--- config.mk ---
export PLATFORM = sky130hd
export DESIGN_NAME = ivp_irq_vector
export DESIGN_NICKNAME = d
export VERILOG_FILES = /design/src/core/ivp_irq_vector.v
export VERILOG_INCLUDE_DIRS = /design/src /design/src/core
export SDC_FILE = /design/constraint.sdc
export NUM_CORES = 1
export LEC_CHECK = 0
export BUFFER_PORTS_ARGS = -buffer_cell sky130_fd_sc_hd__buf_2
export CAP_MARGIN = 20
export CORE_ASPECT_RATIO = 1.25
export CORE_MARGIN = 2
export CORE_UTILIZATION = 53
export CTS_CLUSTER_SIZE = 16
export DETAILED_ROUTE_END_ITERATION = 8
export GPL_ROUTABILITY_DRIVEN = 0
export GPL_TIMING_DRIVEN = 0
export PLACE_DENSITY = 0.88
export SYNTH_ARGS = -nofsm -noshare
export SYNTH_HDL_FRONTEND = slang
export SYNTH_SLANG_ARGS = --single-unit
--- constraint.sdc ---
create_clock -name core_clk -period 2.9 [get_ports core_clk]
set_input_delay 0.145 -clock core_clk [delete_from_list [all_inputs] [get_ports core_clk]]
set_output_delay 0.145 -clock core_clk [all_outputs]
set_load 0.02 [all_outputs]
--- src/core/ivp_defs.vh ---
// Purpose: Constants for the interrupt vector and priority block
// Assumes: 16-bit register port, byte-free word addressing
// Notes:   Offsets are word indices on the plain register port
`ifndef IVP_DEFS_VH
`define IVP_DEFS_VH

// Register port widths and number of sources
`define IVP_AW 8
`define IVP_DW 16
`define IVP_NSRC 14

// Register offsets
`define IVP_MASK_ADDR 8'h00
`define IVP_FLAG_ADDR 8'h01
`define IVP_DSEL_ADDR 8'h02
`define IVP_STAT_ADDR 8'h03

// Reset values
`define IVP_MASK_RST 14'h0000
`define IVP_FLAG_RST 14'h0000
`define IVP_DSEL_RST 4'h0

// Flag and mask bit positions
`define IVP_BIT_EXT0 0
`define IVP_BIT_EXT1 1
`define IVP_BIT_EXT2 2
`define IVP_BIT_TMR0 3
`define IVP_BIT_S0RX 4
`define IVP_BIT_S0TX 5
`define IVP_BIT_SH0 6
`define IVP_BIT_SH1 7
`define IVP_BIT_EXT3 8
`define IVP_BIT_HOST 9
`define IVP_BIT_SH2 10
`define IVP_BIT_SH3 11
`define IVP_BIT_DMA4 12
`define IVP_BIT_DMA5 13

// Vector offsets and priorities
`define IVP_VEC_RESET 7'h00
`define IVP_VEC_NMI 7'h04
`define IVP_VEC_HWBASE 7'h40
`define IVP_VEC_SHIFT 2
`define IVP_PRIO_RESET 5'h01
`define IVP_PRIO_NMI 5'h02
`define IVP_PRIO_HWBASE 5'h03

// Software trap numbers
`define IVP_TRAP_NMI 5'h10
`define IVP_TRAP_SWLO 5'h11
`define IVP_TRAP_SWHI 5'h1E

// Kinds of the request on offer
`define IVP_KIND_RESET 2'h0
`define IVP_KIND_NMI 2'h1
`define IVP_KIND_HW 2'h2

`endif

--- src/core/ivp_irq_vector.v ---
// Purpose: Flag, mask, shared-slot select and priority vectoring
// Assumes: One 100 MHz clock; all inputs synchronous to it
// Notes:   Sources are one-cycle event pulses; the core acks a request
`timescale 1ns/1ps
`include "ivp_defs.vh"

// Operation
// Vector slots sit four words apart; slot index times four is offset.
// Reset vectors to 00 at priority 1; nonmaskable to 04 at priority 2.
// External 0,1,2 at 40,44,48 priorities 3-5; timer 0 at 4C priority 6.
// Serial port 0 receive vectors to 50 with priority 7.
// Serial port 0 transmit vectors to 54 with priority 8.
// Slot 58 priority 9 reserved unless selected for DMA channel 0.
// Slot 5C priority 10 is timer 1, or DMA channel 1 when selected.
// External 3 at 60 priority 11; host port at 64 priority 12.
// Slot 68 priority 13 is serial 1 receive, or DMA channel 2.
// Slot 6C priority 14 is serial 1 transmit, or DMA channel 3.
// DMA channel 4 owns slot 70 with priority 15.
// DMA channel 5 owns slot 74 with priority 16, the lowest.
// Flag and mask use bits 0-13; 15-14 reserved; shared bits follow select.
// Smallest priority number wins; vectors 08-3C only entered by trap.
// Offsets 78 to 7F are never chosen by any hardware source.
module ivp_irq_vector (
  input  wire        core_clk,        // Processor clock
  input  wire        rst_b,           // Synchronous reset, active low
  input  wire [7:0]  regAddr,         // Register word index
  input  wire [15:0] regWrData,       // Register write data
  input  wire        regWrEn,         // Write strobe
  input  wire        regRdEn,         // Read strobe
  output reg  [15:0] regRdData_r,     // Read data, cycle after strobe
  input  wire        hwResetReq,      // Hardware reset event
  input  wire        softResetReq,    // Software reset event
  input  wire        nmiReq,          // Nonmaskable event
  input  wire        ext_user_irq_0,  // External event 0
  input  wire        ext_user_irq_1,  // External event 1
  input  wire        ext_user_irq_2,  // External event 2
  input  wire        ext_user_irq_3,  // External event 3
  input  wire        timer_zero_irq,  // Timer 0 event
  input  wire        timer_one_irq,   // Timer 1 event
  input  wire        serial0_rx_irq,  // Serial 0 receive event
  input  wire        serial0_tx_irq,  // Serial 0 transmit event
  input  wire        serial1_rx_irq,  // Serial 1 receive event
  input  wire        serial1_tx_irq,  // Serial 1 transmit event
  input  wire        host_port_irq,   // Host port event
  input  wire [5:0]  dmaChIrq,        // DMA channel 5..0 events
  input  wire        cpuIntEnable,    // Core global enable for maskables
  input  wire        irqAck,          // Core takes the offered vector
  input  wire        soft_vector_trap, // Instruction trap pulse
  input  wire [4:0]  trapNum,         // Trap number 0..30
  output reg         irqReq_r,        // Request to the core
  output reg  [6:0]  irqVec_r,        // Offered vector offset
  output reg  [4:0]  irqPrio_r,       // Offered priority number
  output reg         trapVld_r,       // Trap vector valid pulse
  output reg  [6:0]  trapVec_r        // Trap vector offset
);

  reg  [13:0] irq_mask_reg_r;         // Mask, one bit per slot
  reg  [13:0] irq_flag_reg_r;         // Sticky flags
  reg  [3:0]  dma_priority_enable_control_r; // Shared slot select
  reg         resetPend_r;            // Reset waiting for core
  reg         nmiPend_r;              // Nonmaskable waiting
  reg  [1:0]  curKind_r;              // Kind of the offered request
  reg  [3:0]  curIdx_r;               // Slot of the offered request
  reg  [13:0] evt;                    // Events routed to flag bits
  wire [13:0] flagNxt;                // Next flag state
  reg         irqReqNxt;              // Next request to the core
  reg  [6:0]  irqVecNxt;              // Next offered vector
  reg  [4:0]  irqPrioNxt;             // Next offered priority
  reg  [1:0]  kindNxt;                // Next kind of the offer
  reg  [3:0]  idxNxt;                 // Next slot of the offer
  reg  [13:0] maskNxt;                // Next mask state
  reg  [3:0]  dselNxt;                // Next select state
  reg  [15:0] rdMux;                  // Read data source
  reg  [3:0]  winIdx;                 // Winning slot
  reg         winAny;                 // Some slot pending
  reg  [6:0]  trapVecNxt;             // Trap vector lookup
  reg         trapOk;                 // Trap number legal
  wire [13:0] pendNxt;                // Enabled, unmasked, pending
  wire [13:0] flagClr;                // Per-bit clear requests
  wire        ackNow;                 // Core takes the offer now
  wire        ackReset;               // Reset request consumed
  wire        ackNmi;                 // Nonmaskable consumed
  wire        ackHw;                  // Maskable request consumed
  wire        flagWr;                 // Flag register write
  wire        resetNxt;               // Next reset pending
  wire        nmiNxt;                 // Next nonmaskable pending
  wire [3:0]  dsel;                   // Short name for the select

  assign dsel = dma_priority_enable_control_r;

  // Route sources onto flag bits; shared bits follow the select
  always @*
  begin
    evt = 14'h0000;
    evt[`IVP_BIT_EXT0] = ext_user_irq_0;
    evt[`IVP_BIT_EXT1] = ext_user_irq_1;
    evt[`IVP_BIT_EXT2] = ext_user_irq_2;
    evt[`IVP_BIT_TMR0] = timer_zero_irq;
    evt[`IVP_BIT_S0RX] = serial0_rx_irq;
    evt[`IVP_BIT_S0TX] = serial0_tx_irq;
    // Reserved bit stays quiet unless DMA owns it
    evt[`IVP_BIT_SH0] = dsel[0] & dmaChIrq[0];
    evt[`IVP_BIT_SH1] = dsel[1] ? dmaChIrq[1] : timer_one_irq;
    evt[`IVP_BIT_EXT3] = ext_user_irq_3;
    evt[`IVP_BIT_HOST] = host_port_irq;
    evt[`IVP_BIT_SH2] = dsel[2] ? dmaChIrq[2] : serial1_rx_irq;
    evt[`IVP_BIT_SH3] = dsel[3] ? dmaChIrq[3] : serial1_tx_irq;
    evt[`IVP_BIT_DMA4] = dmaChIrq[4];
    evt[`IVP_BIT_DMA5] = dmaChIrq[5];
  end

  // Acknowledge decode against the request already on offer
  assign ackNow = irqAck & irqReq_r;
  assign ackReset = ackNow & (curKind_r == `IVP_KIND_RESET);
  assign ackNmi = ackNow & (curKind_r == `IVP_KIND_NMI);
  assign ackHw = ackNow & (curKind_r == `IVP_KIND_HW);
  assign flagWr = regWrEn & (regAddr == `IVP_FLAG_ADDR);

  // Per-bit flag update; a new event beats any clear in the same cycle
  genvar gi;
  generate
    for (gi = 0; gi < `IVP_NSRC; gi = gi + 1)
    begin : gFlag
      assign flagClr[gi] = (flagWr & regWrData[gi]) |
                           (ackHw & (curIdx_r == gi));
      assign flagNxt[gi] = evt[gi] |
                           (irq_flag_reg_r[gi] & ~flagClr[gi]);
    end
  endgenerate

  // Reset outranks everything; set wins over the acknowledge
  assign resetNxt = hwResetReq | softResetReq |
                    (resetPend_r & ~ackReset);
  assign nmiNxt = nmiReq | (nmiPend_r & ~ackNmi);

  // Only enabled and unmasked flags compete
  assign pendNxt = flagNxt & irq_mask_reg_r &
                   {`IVP_NSRC{cpuIntEnable}};

  // Lowest bit is the smallest priority number
  integer k;
  always @*
  begin
    winIdx = 4'h0;
    winAny = 1'b0;
    for (k = `IVP_NSRC - 1; k >= 0; k = k - 1)
    begin
      if (pendNxt[k])
      begin
        winIdx = k[3:0];
        winAny = 1'b1;
      end
    end
  end

  // Trap lookup as a full table; a table is easier to audit than
  // arithmetic, and numbers landing on reserved space are dropped
  always @*
  begin
    trapOk = 1'b1;
    trapVecNxt = `IVP_VEC_RESET;
    case (trapNum)
      // Reset and nonmaskable entries
      5'h00: trapVecNxt = `IVP_VEC_RESET;
      5'h10: trapVecNxt = `IVP_VEC_NMI;

      // Hardware slots, entered without touching any flag
      5'h01: trapVecNxt = 7'h44;
      5'h02: trapVecNxt = 7'h48;
      5'h03: trapVecNxt = 7'h4C;
      5'h04: trapVecNxt = 7'h50;
      5'h05: trapVecNxt = 7'h54;
      5'h06: trapVecNxt = 7'h58;
      5'h07: trapVecNxt = 7'h5C;
      5'h08: trapVecNxt = 7'h60;
      5'h09: trapVecNxt = 7'h64;
      5'h0A: trapVecNxt = 7'h68;
      5'h0B: trapVecNxt = 7'h6C;
      5'h0C: trapVecNxt = 7'h70;
      5'h0D: trapVecNxt = 7'h74;

      // Software-only slots, reachable by instruction alone
      5'h11: trapVecNxt = 7'h08;
      5'h12: trapVecNxt = 7'h0C;
      5'h13: trapVecNxt = 7'h10;
      5'h14: trapVecNxt = 7'h14;
      5'h15: trapVecNxt = 7'h18;
      5'h16: trapVecNxt = 7'h1C;
      5'h17: trapVecNxt = 7'h20;
      5'h18: trapVecNxt = 7'h24;
      5'h19: trapVecNxt = 7'h28;
      5'h1A: trapVecNxt = 7'h2C;
      5'h1B: trapVecNxt = 7'h30;
      5'h1C: trapVecNxt = 7'h34;
      5'h1D: trapVecNxt = 7'h38;
      5'h1E: trapVecNxt = 7'h3C;

      // Numbers 14, 15 and 31 have no slot and give no pulse
      default:
      begin
        trapOk = 1'b0;
      end
    endcase
  end

  // Register write next values; reserved bits are not stored
  always @*
  begin
    maskNxt = irq_mask_reg_r;
    dselNxt = dsel;
    if (regWrEn && regAddr == `IVP_MASK_ADDR)
    begin
      maskNxt = regWrData[13:0];
    end
    if (regWrEn && regAddr == `IVP_DSEL_ADDR)
    begin
      dselNxt = regWrData[3:0];
    end
  end

  // Read mux; reserved bits and unmapped words read zero
  always @*
  begin
    case (regAddr)
      `IVP_MASK_ADDR: rdMux = {2'b00, irq_mask_reg_r};
      `IVP_FLAG_ADDR: rdMux = {2'b00, irq_flag_reg_r};
      `IVP_DSEL_ADDR: rdMux = {12'h000, dsel};
      `IVP_STAT_ADDR: rdMux = {irqReq_r, resetPend_r, nmiPend_r,
                               1'b0, irqPrio_r, irqVec_r};
      default:        rdMux = 16'h0000;
    endcase
  end

  // Register file and pending state
  always @(posedge core_clk)
  begin
    if (!rst_b)
    begin
      irq_mask_reg_r <= `IVP_MASK_RST;
      irq_flag_reg_r <= `IVP_FLAG_RST;
      dma_priority_enable_control_r <= `IVP_DSEL_RST;
      resetPend_r <= 1'b0;
      nmiPend_r <= 1'b0;
      regRdData_r <= 16'h0000;
    end
    else
    begin
      irq_mask_reg_r <= maskNxt;
      irq_flag_reg_r <= flagNxt;
      dma_priority_enable_control_r <= dselNxt;
      resetPend_r <= resetNxt;
      nmiPend_r <= nmiNxt;
      // Data stand only in the cycle after the strobe
      regRdData_r <= regRdEn ? rdMux : 16'h0000;
    end
  end

  // Offer is rebuilt from next state so an acked source never repeats;
  // reset outranks the nonmaskable, which outranks every maskable
  always @*
  begin
    irqReqNxt = 1'b0;
    irqVecNxt = `IVP_VEC_RESET;
    irqPrioNxt = 5'h00;
    kindNxt = `IVP_KIND_HW;
    idxNxt = 4'h0;
    if (resetNxt)
    begin
      irqReqNxt = 1'b1;
      irqVecNxt = `IVP_VEC_RESET;
      irqPrioNxt = `IVP_PRIO_RESET;
      kindNxt = `IVP_KIND_RESET;
    end
    else if (nmiNxt)
    begin
      irqReqNxt = 1'b1;
      irqVecNxt = `IVP_VEC_NMI;
      irqPrioNxt = `IVP_PRIO_NMI;
      kindNxt = `IVP_KIND_NMI;
    end
    else if (winAny)
    begin
      // Index at most 13, so offsets stop at 74
      irqReqNxt = 1'b1;
      irqVecNxt = `IVP_VEC_HWBASE +
                  {1'b0, winIdx, 2'b00};
      irqPrioNxt = `IVP_PRIO_HWBASE + {1'b0, winIdx};
      idxNxt = winIdx;
    end
  end

  // Offer registers; outputs come straight from these flops
  always @(posedge core_clk)
  begin
    if (!rst_b)
    begin
      irqReq_r <= 1'b0;
      irqVec_r <= `IVP_VEC_RESET;
      irqPrio_r <= 5'h00;
      curKind_r <= `IVP_KIND_RESET;
      curIdx_r <= 4'h0;
    end
    else
    begin
      irqReq_r <= irqReqNxt;
      irqVec_r <= irqVecNxt;
      irqPrio_r <= irqPrioNxt;
      curKind_r <= kindNxt;
      curIdx_r <= idxNxt;
    end
  end

  // Trap path bypasses flags and masks entirely
  always @(posedge core_clk)
  begin
    if (!rst_b)
    begin
      trapVld_r <= 1'b0;
      trapVec_r <= `IVP_VEC_RESET;
    end
    else
    begin
      trapVld_r <= soft_vector_trap & trapOk;
      trapVec_r <= trapVecNxt;
    end
  end

endmodule

==> results of run 1 <==
-- path summary, 6_finish.rpt --
| kind | slack (ps) | to | cells past startpoint | from |
|---|---|---|---|---|
| min reg2reg | 510 | regRdData_r[14]$_SDFF_PN0_ | 1 | resetPend_r$_SDFF_PN0_ |
| min | 50 | trapVec_r[6]$_SDFF_PN0_ | 2 | trapNum[4] |
| max reg2reg | 30 | irqPrio_r[1]$_SDFF_PP0_ | 10 | curIdx_r[0]$_SDFF_PP0_ |
| max | 30 | irqPrio_r[1]$_SDFF_PP0_ | 10 | curIdx_r[0]$_SDFF_PP0_ |
-- per-layer routing --
| metal | routed length [um] | track usage, % | up-vias |
|---|---|---|---|
| li1 | - | - | 1628 |
| met1 | 3800 | 30.8 | 1736 |
| met2 | 5180 | 48.2 | 258 |
| met3 | 1070 | 6.00 | 74 |
| met4 | 682 | 22.6 | 0 |
| met5 | 0 | 0 | - |
-- stage by stage --
stage | setup WS, ps | hold WS, ps | total power, uW | TNS [ps]
after floorplan | 246 | 222 | 1130 | 0
after global placement | -94.3 | 370 | 1220 | -108
after detailed placement | -122 | 370 | 1220 | -175
after CTS | 2.09 | 46.0 | 2030 | 0
after global routing | -3.63 | 65.0 | 2100 | -3.63
final | 30.9 | 54.0 | 2040 | 0
-- state kept, by name, indices dropped and copies added, names as in the netlist --
name,count
irq_flag_reg_r,14
curIdx_r,3
trapVec_r,5
trapVld_r,1
curKind_r,2
irqPrio_r,5
irqVec_r,3
irqReq_r,1
regRdData_r,16
resetPend_r,1
nmiPend_r,1
irq_mask_reg_r,14
dma_priority_enable_control_r,4
-- power breakdown --
group | internal [uW] | leakage, uW | switching [uW] | total (uW)
Combinational | 88.2 | 0.00126 | 122 | 210
Clock | 409 | 0.0000944 | 416 | 825
Sequential | 985 | 0.000572 | 15.9 | 1000
-- area by class of cell --
| cell class | instances | share of cell area (%) |
|---|---|---|
| clock buffers | 9 | 2.81 |
| flip-flops and latches | 70 | 31.9 |
| plain buffers | 29 | 3.50 |
| repair buffers | 86 | 9.95 |
| multi-input cells | 295 | 47.1 |
| clock inverters | 7 | 1.85 |
| inverters | 5 | 0.426 |
| well taps | 87 | 2.47 |
-- cell usage in the layout (no fill, tap or decap), types with 7 or more instances in the layout --
cell type  instances
nand3_1            9
nor2b_1           36
dfxtp_1           67
nor2_1            32
clkbuf_1          11
mux2i_1           33
and3_1             7
nand4_1           15
nand2_1           28
a21oi_1           17
and2_1            11
buf_4              8
a31oi_1           12
buf_2             89
o21ai_0            7
clkbuf_8           9
-- repair_timing --
item / 4_1_cts / 5_1_grt
buffers inserted: 0 / 1
endpoints found under the hold margin: 1 / 0
pin swaps: 1 / 2
endpoints found under the setup margin: 3 / 3
hold buffers: 1 / 0
resized for setup: 4 / 10
-- kinds of logic after synthesis --
kind of cell,count (synthesis)
compound gates,77
xor+xnor,2
fa+ha+maj,1
buf+inv,34
flops,70
mux,37
other cells,1
simple gates,174
==> flow_summary_export.csv, run 1 <==
group,metric,value,unit
synthesis,ys_async_sr_fraction,0,%
detailed_routing,drt_iter0_drc,471,
synthesis,synthAdderAreaFrac,0.348,%
cts,cts_sinks,70,
run,cap_violations,0,
sta,worst_pin_slew,821,ps
worst_setup_path,crit_family,"simple AND/OR/NAND/NOR gates",
cts,h-tree-depth,3,
synthesis,ys_seq_area_share,39.0,%
cts,clockBufferDepth,2,
detailed_routing,drc,0,
global_route,grt_antenna_before_repair,0,
worst_setup_path,crit_path_max_fanout,6,
sta,slew_headroom,45.2,%
status,status,"complete, no violations",
synthesis,syn_inst,396,
place,io_buffers,84,
floorplan,fp-row-count,33,
synthesis,post-synth-top-area-cell,"dfxtp_1",
synthesis,synth-edff-count,0,
finish,final-instance-count-excl-fill,588,
place,place_area,4130,um^2
floorplan,core_area,6570,um^2
pwr,pwr_density_cell,462,nW/um^2
detailed_routing,wl_per_cell,18.3,um
worst_setup_path,worst_ep_arrival_time,3150,ps
global_route,grt_pass1_vias,3494,
synthesis,synth_top_family_by_area,"simple AND/OR/NAND/NOR gates",
synthesis,synthMuxAreaShare,11.2,%
synthesis,synth_cell_types,68,
floorplan,start_util,54.7,%
worst_setup_path,start_kind,"flip-flop",
worst_setup_path,cp.required,3190,ps
pwr,leakagePower,0.00193,uW
synthesis,synth_top_area_share,39.0,%
cts,clk_latency,360,ps
floorplan,ios,93,
worst_setup_path,slowest_stage,"or4b_1",
detailed_routing,ant_nets,0,
detailed_routing,vias,3696,
synthesis,yosys.area_share.xor_xnor,0.488,%
floorplan,fp.dieArea,7450,um^2
worst_setup_path,critPathKind,"flip-flop to flip-flop",
synthesis,synthTopCellsByArea,"dfxtp_1 39%, mux2i_1 9.2%, nor2b_1 6.4%, nor2_1 3.4%, nand2_1 2.9%",
detailed_routing,dr.pass1.iters,7,
synthesis,syn_avg_cell_area,9.07,um^2
worst_setup_path,critPathBufInv,0,
sta,max_clock_freq,0.349,GHz
synthesis,synthMostInstantiatedCell,"dfxtp_1",
min_path,hold_class,"input port to flip-flop",
global_route,grt-ovfl-total,0,
finish,drive_gt1_share,30.1,%
floorplan,die_x,77.6,um
floorplan,die_y,96.0,um
finish,fin_util,67.1,%
finish,syn_to_final_growth,22.6,%
sta,min_period_over_period,98.9,%
finish,final_net_count,553,
finish,multi_input_area,2070,um^2
cts,cts_tree,"done",
synthesis,yosys.area_share.simple,28.4,%
global_route,grt_start_max_net_pins,15,
worst_setup_path,cpPeakStageDelay,490,ps
detailed_routing,vias_per_cell,6.29,
sta,finClkSkew,7.66,ps
place,dpl.hpwl,7780,um
cts,cts_made_buffers,9,
worst_setup_path,cp-end-kind,"flip-flop",
synthesis,yosys_warnings,0,
synthesis,netlist_area,3590,um^2
pwr,irDropWorstVdd,245,uV
sta,setup_viol_count_final,0,
detailed_routing,drt-total-wl,10700,um
synthesis,ys_ff_latch,70,
synthesis,synth_common_cells,"70 x dfxtp_1, 37 x nor2b_1, 33 x mux2i_1, 33 x nor2_1, 28 x nand2_1",
synthesis,synth_compound_area_share,15.7,%
finish,finish.instance_area,4400,um^2
place,dp.cells,570,
finish,diodes,0,
sta,finalMaxSlewViolations,0,
worst_setup_path,crit_chain,"and2b_4 > or4b_1 > a31o_2 > and2b_1 > o311ai_2 > o2bb2ai_2 > o311ai_4 > ha_1 > nand2b_1 > a21oi_1",
cts,path_clk_slew,80,ps
global_route,grt_first_pass_wirelength,16200,um
global_route,grtUsageTotal,28.4,%
sta,fin_crit,2870,ps
synthesis,ys.flop_type,"dfxtp_1",
finish,fillCellCount,515,
sta,hold_viol,0,
finish,seqCellArea,1410,um^2
cts,clockRootBuffer,"clkbuf_8",
(Power assumes the default switching activity.)
==> run 2: changes to the inputs <==
--- a/config.mk
+++ b/config.mk
@@ -15,7 +15,7 @@
 export DETAILED_ROUTE_END_ITERATION = 8
 export GPL_ROUTABILITY_DRIVEN = 0
 export GPL_TIMING_DRIVEN = 0
-export PLACE_DENSITY = 0.88
+export PLACE_DENSITY = 0.91
 export SYNTH_ARGS = -nofsm -noshare
 export SYNTH_HDL_FRONTEND = slang
 export SYNTH_SLANG_ARGS = --single-unit
==> run 2 against run 1 <==
  * Combinational power barely moved
  * Worst hold slack worse by 33 ps
  * Sequential power hardly changed
  * Global-route usage rose by 1.9 points
  * Non-clock buffer count decreased by 1
  * Register-to-register slack gained 40 ps
  * Critical path depth fell by 2
  * Count of clock-buffer cells in the layout grew 1
  * Final cell count is 0.17% lower
  * Largest cell class unchanged
==> flow_summary_export.csv, run 2 (synthesis results as in run 1) <==
group,metric,value,unit
status,status,"complete, no violations",
pwr,p_int,1500,uW
pwr,irDropWorstVdd,272,uV
worst_setup_path,worst_ep_arrival_time,3110,ps
worst_setup_path,cp.required,3180,ps
global_route,grt-ovfl-total,0,
detailed_routing,m1WireLength,3840,um
sta,hold_viol,0,
global_route,grt_antenna_before_repair,0,
worst_setup_path,critPathBufInv,1,
cts,cts_made_buffers,9,
worst_setup_path,start_kind,"flip-flop",
place,dpl.hpwl,7760,um
floorplan,fp.dieArea,7450,um^2
sta,rsz0062_at_grt,"no",
finish,syn_to_final_growth,22.1,%
detailed_routing,drc,0,
floorplan,die_x,77.6,um
global_route,grt_start_max_net_pins,14,
finish,largest_register,"regRdData_r",
cts,hold_buffers,0,
detailed_routing,vias_per_cell,6.22,
sta,min_period_over_period,97.7,%
detailed_routing,drt_iter0_drc,497,
worst_setup_path,slowest_stage,"or4_1",
worst_setup_path,critPathKind,"flip-flop to flip-flop",
worst_setup_path,rr_worst_depth,8,
worst_setup_path,r2r-start,"irqVec_r[5]$_SDFF_PP0_",
sta,slew_headroom,49.7,%
sta,setup_viol_count_final,0,
min_path,min-delay-start,"soft_vector_trap",
cts,cts_tree,"done",
floorplan,core_area,6570,um^2
worst_setup_path,cp.depth,8,
finish,diodes,0,
worst_setup_path,crit_family,"simple AND/OR/NAND/NOR gates",
global_route,grtUsageTotal,30.3,%
sta,fin_crit,2830,ps
pwr,p_comb_share,10.3,%
detailed_routing,met2_length,5180,um
finish,reg.largest.list,"regRdData_r x16, irq_flag_reg_r x14, irq_mask_reg_r x14",
global_route,grt_first_pass_wirelength,17100,um
floorplan,die_y,96.0,um
detailed_routing,met3_length,1000,um
detailed_routing,dr.pass1.iters,5,
global_route,grt_pass1_vias,3697,
floorplan,ios,93,
cts,cts_sinks,70,
pwr,power.switching,538,uW
sta,finClkSkew,11.4,ps
sta,worst_pin_slew,755,ps
min_path,hold_depth,3,
finish,fin_util,66.8,%
cts,clockBufferDepth,2,
run,cap_violations,0,
min_path,whs_endpoint,"trapVld_r$_SDFF_PN0_",
min_path,hold_class,"input port to flip-flop",
cts,h-tree-depth,3,
detailed_routing,drt-total-wl,10800,um
place,io_buffers,84,
floorplan,start_util,54.7,%
cts,path_clk_slew,80,ps
finish,final_net_count,552,
cts,clockRootBuffer,"clkbuf_8",
finish,final_common_cell,"buf_2",
detailed_routing,highest_layer,"met4",
pwr,pwr_density_cell,464,nW/um^2
place,dp_slack,-176,ps
pwr,clkPwrFrac,40.5,%
finish,largest_reg_flops,16,
pwr,p_seq_share,49.2,%
sta,fin_ws,66.7,ps
pwr,p_sw_share,26.4,%
detailed_routing,wl_per_cell,18.4,um
worst_setup_path,cpPeakStageDelay,640,ps
worst_setup_path,crit_path_max_fanout,10,
cts,clk_latency,360,ps
finish,final_cell_mix,"89 x buf_2, 66 x dfxtp_1, 36 x nor2b_1",
worst_setup_path,r2r_slack,70,ps
sta,finalMaxSlewViolations,0,
pwr,leakagePower,0.00193,uW
detailed_routing,vias,3652,
detailed_routing,ant_nets,0,
floorplan,fp-row-count,33,
pwr,total_power,2030,uW
finish,drive_gt1_share,30.4,%
worst_setup_path,cp-end-kind,"flip-flop",
sta,max_clock_freq,0.353,GHz
worst_setup_path,crit_chain,"clkbuf_2 > or4_1 > a31oi_2 > o22ai_1 > nor4b_2 > nor2b_2 > and2_1 > nor3b_2",
worst_setup_path,worstReg2RegEnd,"irqPrio_r[4]$_SDFF_PP0_",
## run 2: metal layers
layer	GRT usage [%]	up-vias
li1	-	1635
met5	0	-
met2	49.9	276
met1	31.4	1661
met4	27.7	0
met3	8.44	80
## run 2: stage by stage
stage,instances,instance area (um^2),hold WS [ps],TNS [ps]
after floorplan,399,3600,222,0
after global placement,570,4130,372,-256
after detailed placement,570,4130,383,-361
after CTS,586,4350,13.3,0
after global routing,587,4380,11.4,0
final,587,4380,20.7,0
## run 2: repair_timing
item / CTS / global route
resized for setup: 2 / 12
setup endpoints to repair: 3 / 4
setup buffers: 0 / 1
pin swaps: 0 / 2
gates cloned: 0 / 0
## run 2: how the worst max path moves through the flow
| stage | from | to | slack (ps) |
|---|---|---|---|
| after floorplan | irqReq_r$_SDFF_PN0_ | irqPrio_r[1]$_SDFF_PP0_ | 250 |
| after global routing | curIdx_r[2]$_SDFF_PP0_ | irqPrio_r[1]$_SDFF_PP0_ | 2 |
| final | irqVec_r[5]$_SDFF_PP0_ | irqPrio_r[4]$_SDFF_PP0_ | 70 |
| after detailed placement | regAddr[5] | irqPrio_r[1]$_SDFF_PP0_ | -180 |
| after CTS | irqReq_r$_SDFF_PN0_ | irqPrio_r[1]$_SDFF_PP0_ | 20 |
| after global placement | regAddr[5] | irqPrio_r[1]$_SDFF_PP0_ | -160 |
## run 2: area by class of cell
| class | instances | area (um^2) |
|---|---|---|
| well taps | 87 | 109 |
| flip-flops and latches | 70 | 1410 |
| fillers | 510 | 2180 |
| plain buffers | 29 | 154 |
| clock inverters | 6 | 68.8 |
| repair buffers | 85 | 428 |
| clock buffers | 10 | 138 |
| multi-input cells | 295 | 2060 |
| inverters | 5 | 18.8 |
## run 2: worst min-delay path: stages
cell,delay [ps]
buf_2,100
nand2_1,50
a21oi_1,40
## run 2: power by group through the flow
stage	Combinational [uW]	Sequential (uW)	Clock, uW
2_1_floorplan	106	1030	0
3_3_place_gp	196	1020	0
3_5_place_dp	202	1020	0
4_1_cts	205	1000	817
5_1_grt	227	1000	874
6_report	209	1000	824
==> run 3: changes to the inputs <==
--- a/config.mk
+++ b/config.mk
@@ -9,13 +9,13 @@
 export BUFFER_PORTS_ARGS = -buffer_cell sky130_fd_sc_hd__buf_2
 export CAP_MARGIN = 20
 export CORE_ASPECT_RATIO = 1.25
-export CORE_MARGIN = 2
-export CORE_UTILIZATION = 53
+export CORE_MARGIN = 1
+export CORE_UTILIZATION = 57
 export CTS_CLUSTER_SIZE = 16
 export DETAILED_ROUTE_END_ITERATION = 8
 export GPL_ROUTABILITY_DRIVEN = 0
 export GPL_TIMING_DRIVEN = 0
-export PLACE_DENSITY = 0.91
+export PLACE_DENSITY = 0.95
 export SYNTH_ARGS = -nofsm -noshare
 export SYNTH_HDL_FRONTEND = slang
 export SYNTH_SLANG_ARGS = --single-unit
==> constraint.sdc (replaced) <==
create_clock -name core_clk -period 3.55 [get_ports core_clk]
set_input_delay 0.1775 -clock core_clk [delete_from_list [all_inputs] [get_ports core_clk]]
set_output_delay 0.1775 -clock core_clk [all_outputs]
set_load 0.02 [all_outputs]
==> run 3 against run 2 <==
  * Total power decreased by 15%
  * Count of clock-buffer cells in the layout increased by 1
  * Final cell count shrank 1.2%
==> flow_summary_export.csv, run 3 (synthesis results as in run 1) <==
group,metric,value,unit
finish,final_common_cell,"buf_2",
worst_setup_path,critPathBufInv,0,
floorplan,fp-row-count,31,
finish,final_net_count,551,
finish,reg.largest.list,"regRdData_r x16, irq_flag_reg_r x14, irq_mask_reg_r x14",
detailed_routing,wl_per_cell,17.6,um
floorplan,die_x,73.0,um
detailed_routing,drt-total-wl,10200,um
worst_setup_path,crit_family,"compound AO/OA/AOI/OAI gates",
global_route,grt_first_pass_wirelength,16100,um
sta,finClkSkew,7.22,ps
sta,max_clock_freq,0.316,GHz
sta,setup_viol_count_final,0,
pwr,irDropWorstVdd,310,uV
cts,hold_buffers,0,
global_route,grt_start_max_net_pins,13,
global_route,grt-ovfl-total,0,
floorplan,fp.dieArea,6620,um^2
status,status,"complete, no violations",
sta,min_period_over_period,89.3,%
pwr,pwr_density_cell,397,nW/um^2
pwr,p_sw_share,24.3,%
pwr,p_seq_share,47.2,%
place,dp.cells,565,
cts,cts-resized-gates,0,
place,dpl.hpwl,7320,um
worst_setup_path,cp.required,3830,ps
detailed_routing,vias,3574,
global_route,grt_pass1_vias,3414,
cts,h-tree-depth,3,
finish,fillCellCount,407,
pwr,power.switching,420,uW
sta,fin_crit,3170,ps
finish,final_cell_mix,"90 x buf_2, 70 x dfxtp_1, 37 x nor2b_1",
finish,syn_to_final_growth,21.3,%
cts,cts_made_buffers,9,
global_route,grt_antenna_before_repair,0,
cts,cts_tree,"done",
floorplan,core_area,5930,um^2
pwr,clkPwrFrac,43.0,%
finish,drive_gt1_share,28.1,%
cts,path_clk_slew,80,ps
sta,rsz0062_at_grt,"no",
worst_setup_path,critPathKind,"flip-flop to flip-flop",
sta,finalMaxSlewViolations,0,
cts,cts_sinks,70,
finish,diodes,0,
detailed_routing,ant_nets,0,
run,cap_violations,0,
worst_setup_path,crit_path_max_fanout,8,
pwr,p_int,1310,uW
cts,postCtsSetupBuffers,0,
place,io_buffers,84,
sta,slew_headroom,46.9,%
finish,largest_reg_flops,16,
sta,hold_viol,0,
worst_setup_path,cpPeakStageDelay,570,ps
worst_setup_path,cp-end-kind,"flip-flop",
worst_setup_path,worst_ep_arrival_time,3450,ps
cts,clockRootBuffer,"clkbuf_8",
global_route,grtUsageTotal,32.3,%
finish,fin_util,73.4,%
pwr,total_power,1730,uW
worst_setup_path,crit_chain,"nor2_1 > nand4_1 > a32oi_1 > a31oi_1 > o311ai_0 > o2bb2ai_1 > o311ai_2 > ha_1 > nand2b_1 > a21oi_1",
worst_setup_path,start_kind,"flip-flop",
sta,tns,0,ps
sta,worst_pin_slew,797,ps
pwr,p_comb_share,9.7,%
finish,final-instance-count-excl-fill,580,
detailed_routing,dr.pass1.iters,6,
cts,clk_latency,350,ps
detailed_routing,vias_per_cell,6.16,
detailed_routing,drt_iter0_drc,440,
cts,clockBufferDepth,2,
floorplan,ios,93,
pwr,leakagePower,0.00193,uW
floorplan,die_y,90.7,um
worst_setup_path,slowest_stage,"o311ai_0",
min_path,hold_class,"input port to flip-flop",
finish,largest_register,"regRdData_r",
floorplan,start_util,60.5,%
detailed_routing,drc,0,
[run 3: final cells by class]
type	instances	area [um^2]	area share [%]
clock inverters	4	77.6	1.78
clock buffers	11	151	3.48
multi-input cells	295	2030	46.7
well taps	82	103	2.36
plain buffers	29	150	3.45
repair buffers	84	420	9.66
inverters	5	18.8	0.431
flip-flops and latches	70	1400	32.2
[run 3: worst min-delay path, cell delays in order]
cell and delay [ps]:
buf_2 100, nand2_1 50, a21oi_1 40
[run 3: final timing paths]
| kind | end | from | cells after the start | slack [ps] |
|---|---|---|---|---|
| worst max-delay path | irqPrio_r[1]$_SDFF_PP0_ | curIdx_r[1]$_SDFF_PP0_ | 10 | 380 |
| worst min-delay path | trapVld_r$_SDFF_PN0_ | soft_vector_trap | 3 | 50 |
| worst max register to register | irqPrio_r[1]$_SDFF_PP0_ | curIdx_r[1]$_SDFF_PP0_ | 10 | 380 |
| worst min register to register | regRdData_r[14]$_SDFF_PN0_ | resetPend_r$_SDFF_PN0_ | 1 | 500 |
[run 3: stage by stage]
stage          setup WS (ps)  hold WS (ps)  area (um^2)
3_5_place_dp             390           417         4130
6_report                 381          49.5         4350
3_3_place_gp             440           411         4130
2_1_floorplan            896           254         3600
5_1_grt                  195          46.8         4350
4_1_cts                  450          47.4         4350
[run 3: power groups by stage]
| stage | clock (uW) | sequential [uW] | combinational (uW) |
|---|---|---|---|
| after detailed placement | 0 | 835 | 163 |
| after global routing | 769 | 819 | 182 |
| final | 745 | 818 | 168 |
| after CTS | 740 | 817 | 164 |
| after floorplan | 0 | 841 | 86.2 |
| after global placement | 0 | 834 | 158 |
[run 3: layer usage]
layer  GRT usage [%]  routed length (um)  share of wire [%]
met1            37.6                3870                 38
met2            52.0                4880                 48
met3            6.58                 942                9.2
met4            22.4                 500                4.9
met5               0                   0                  0
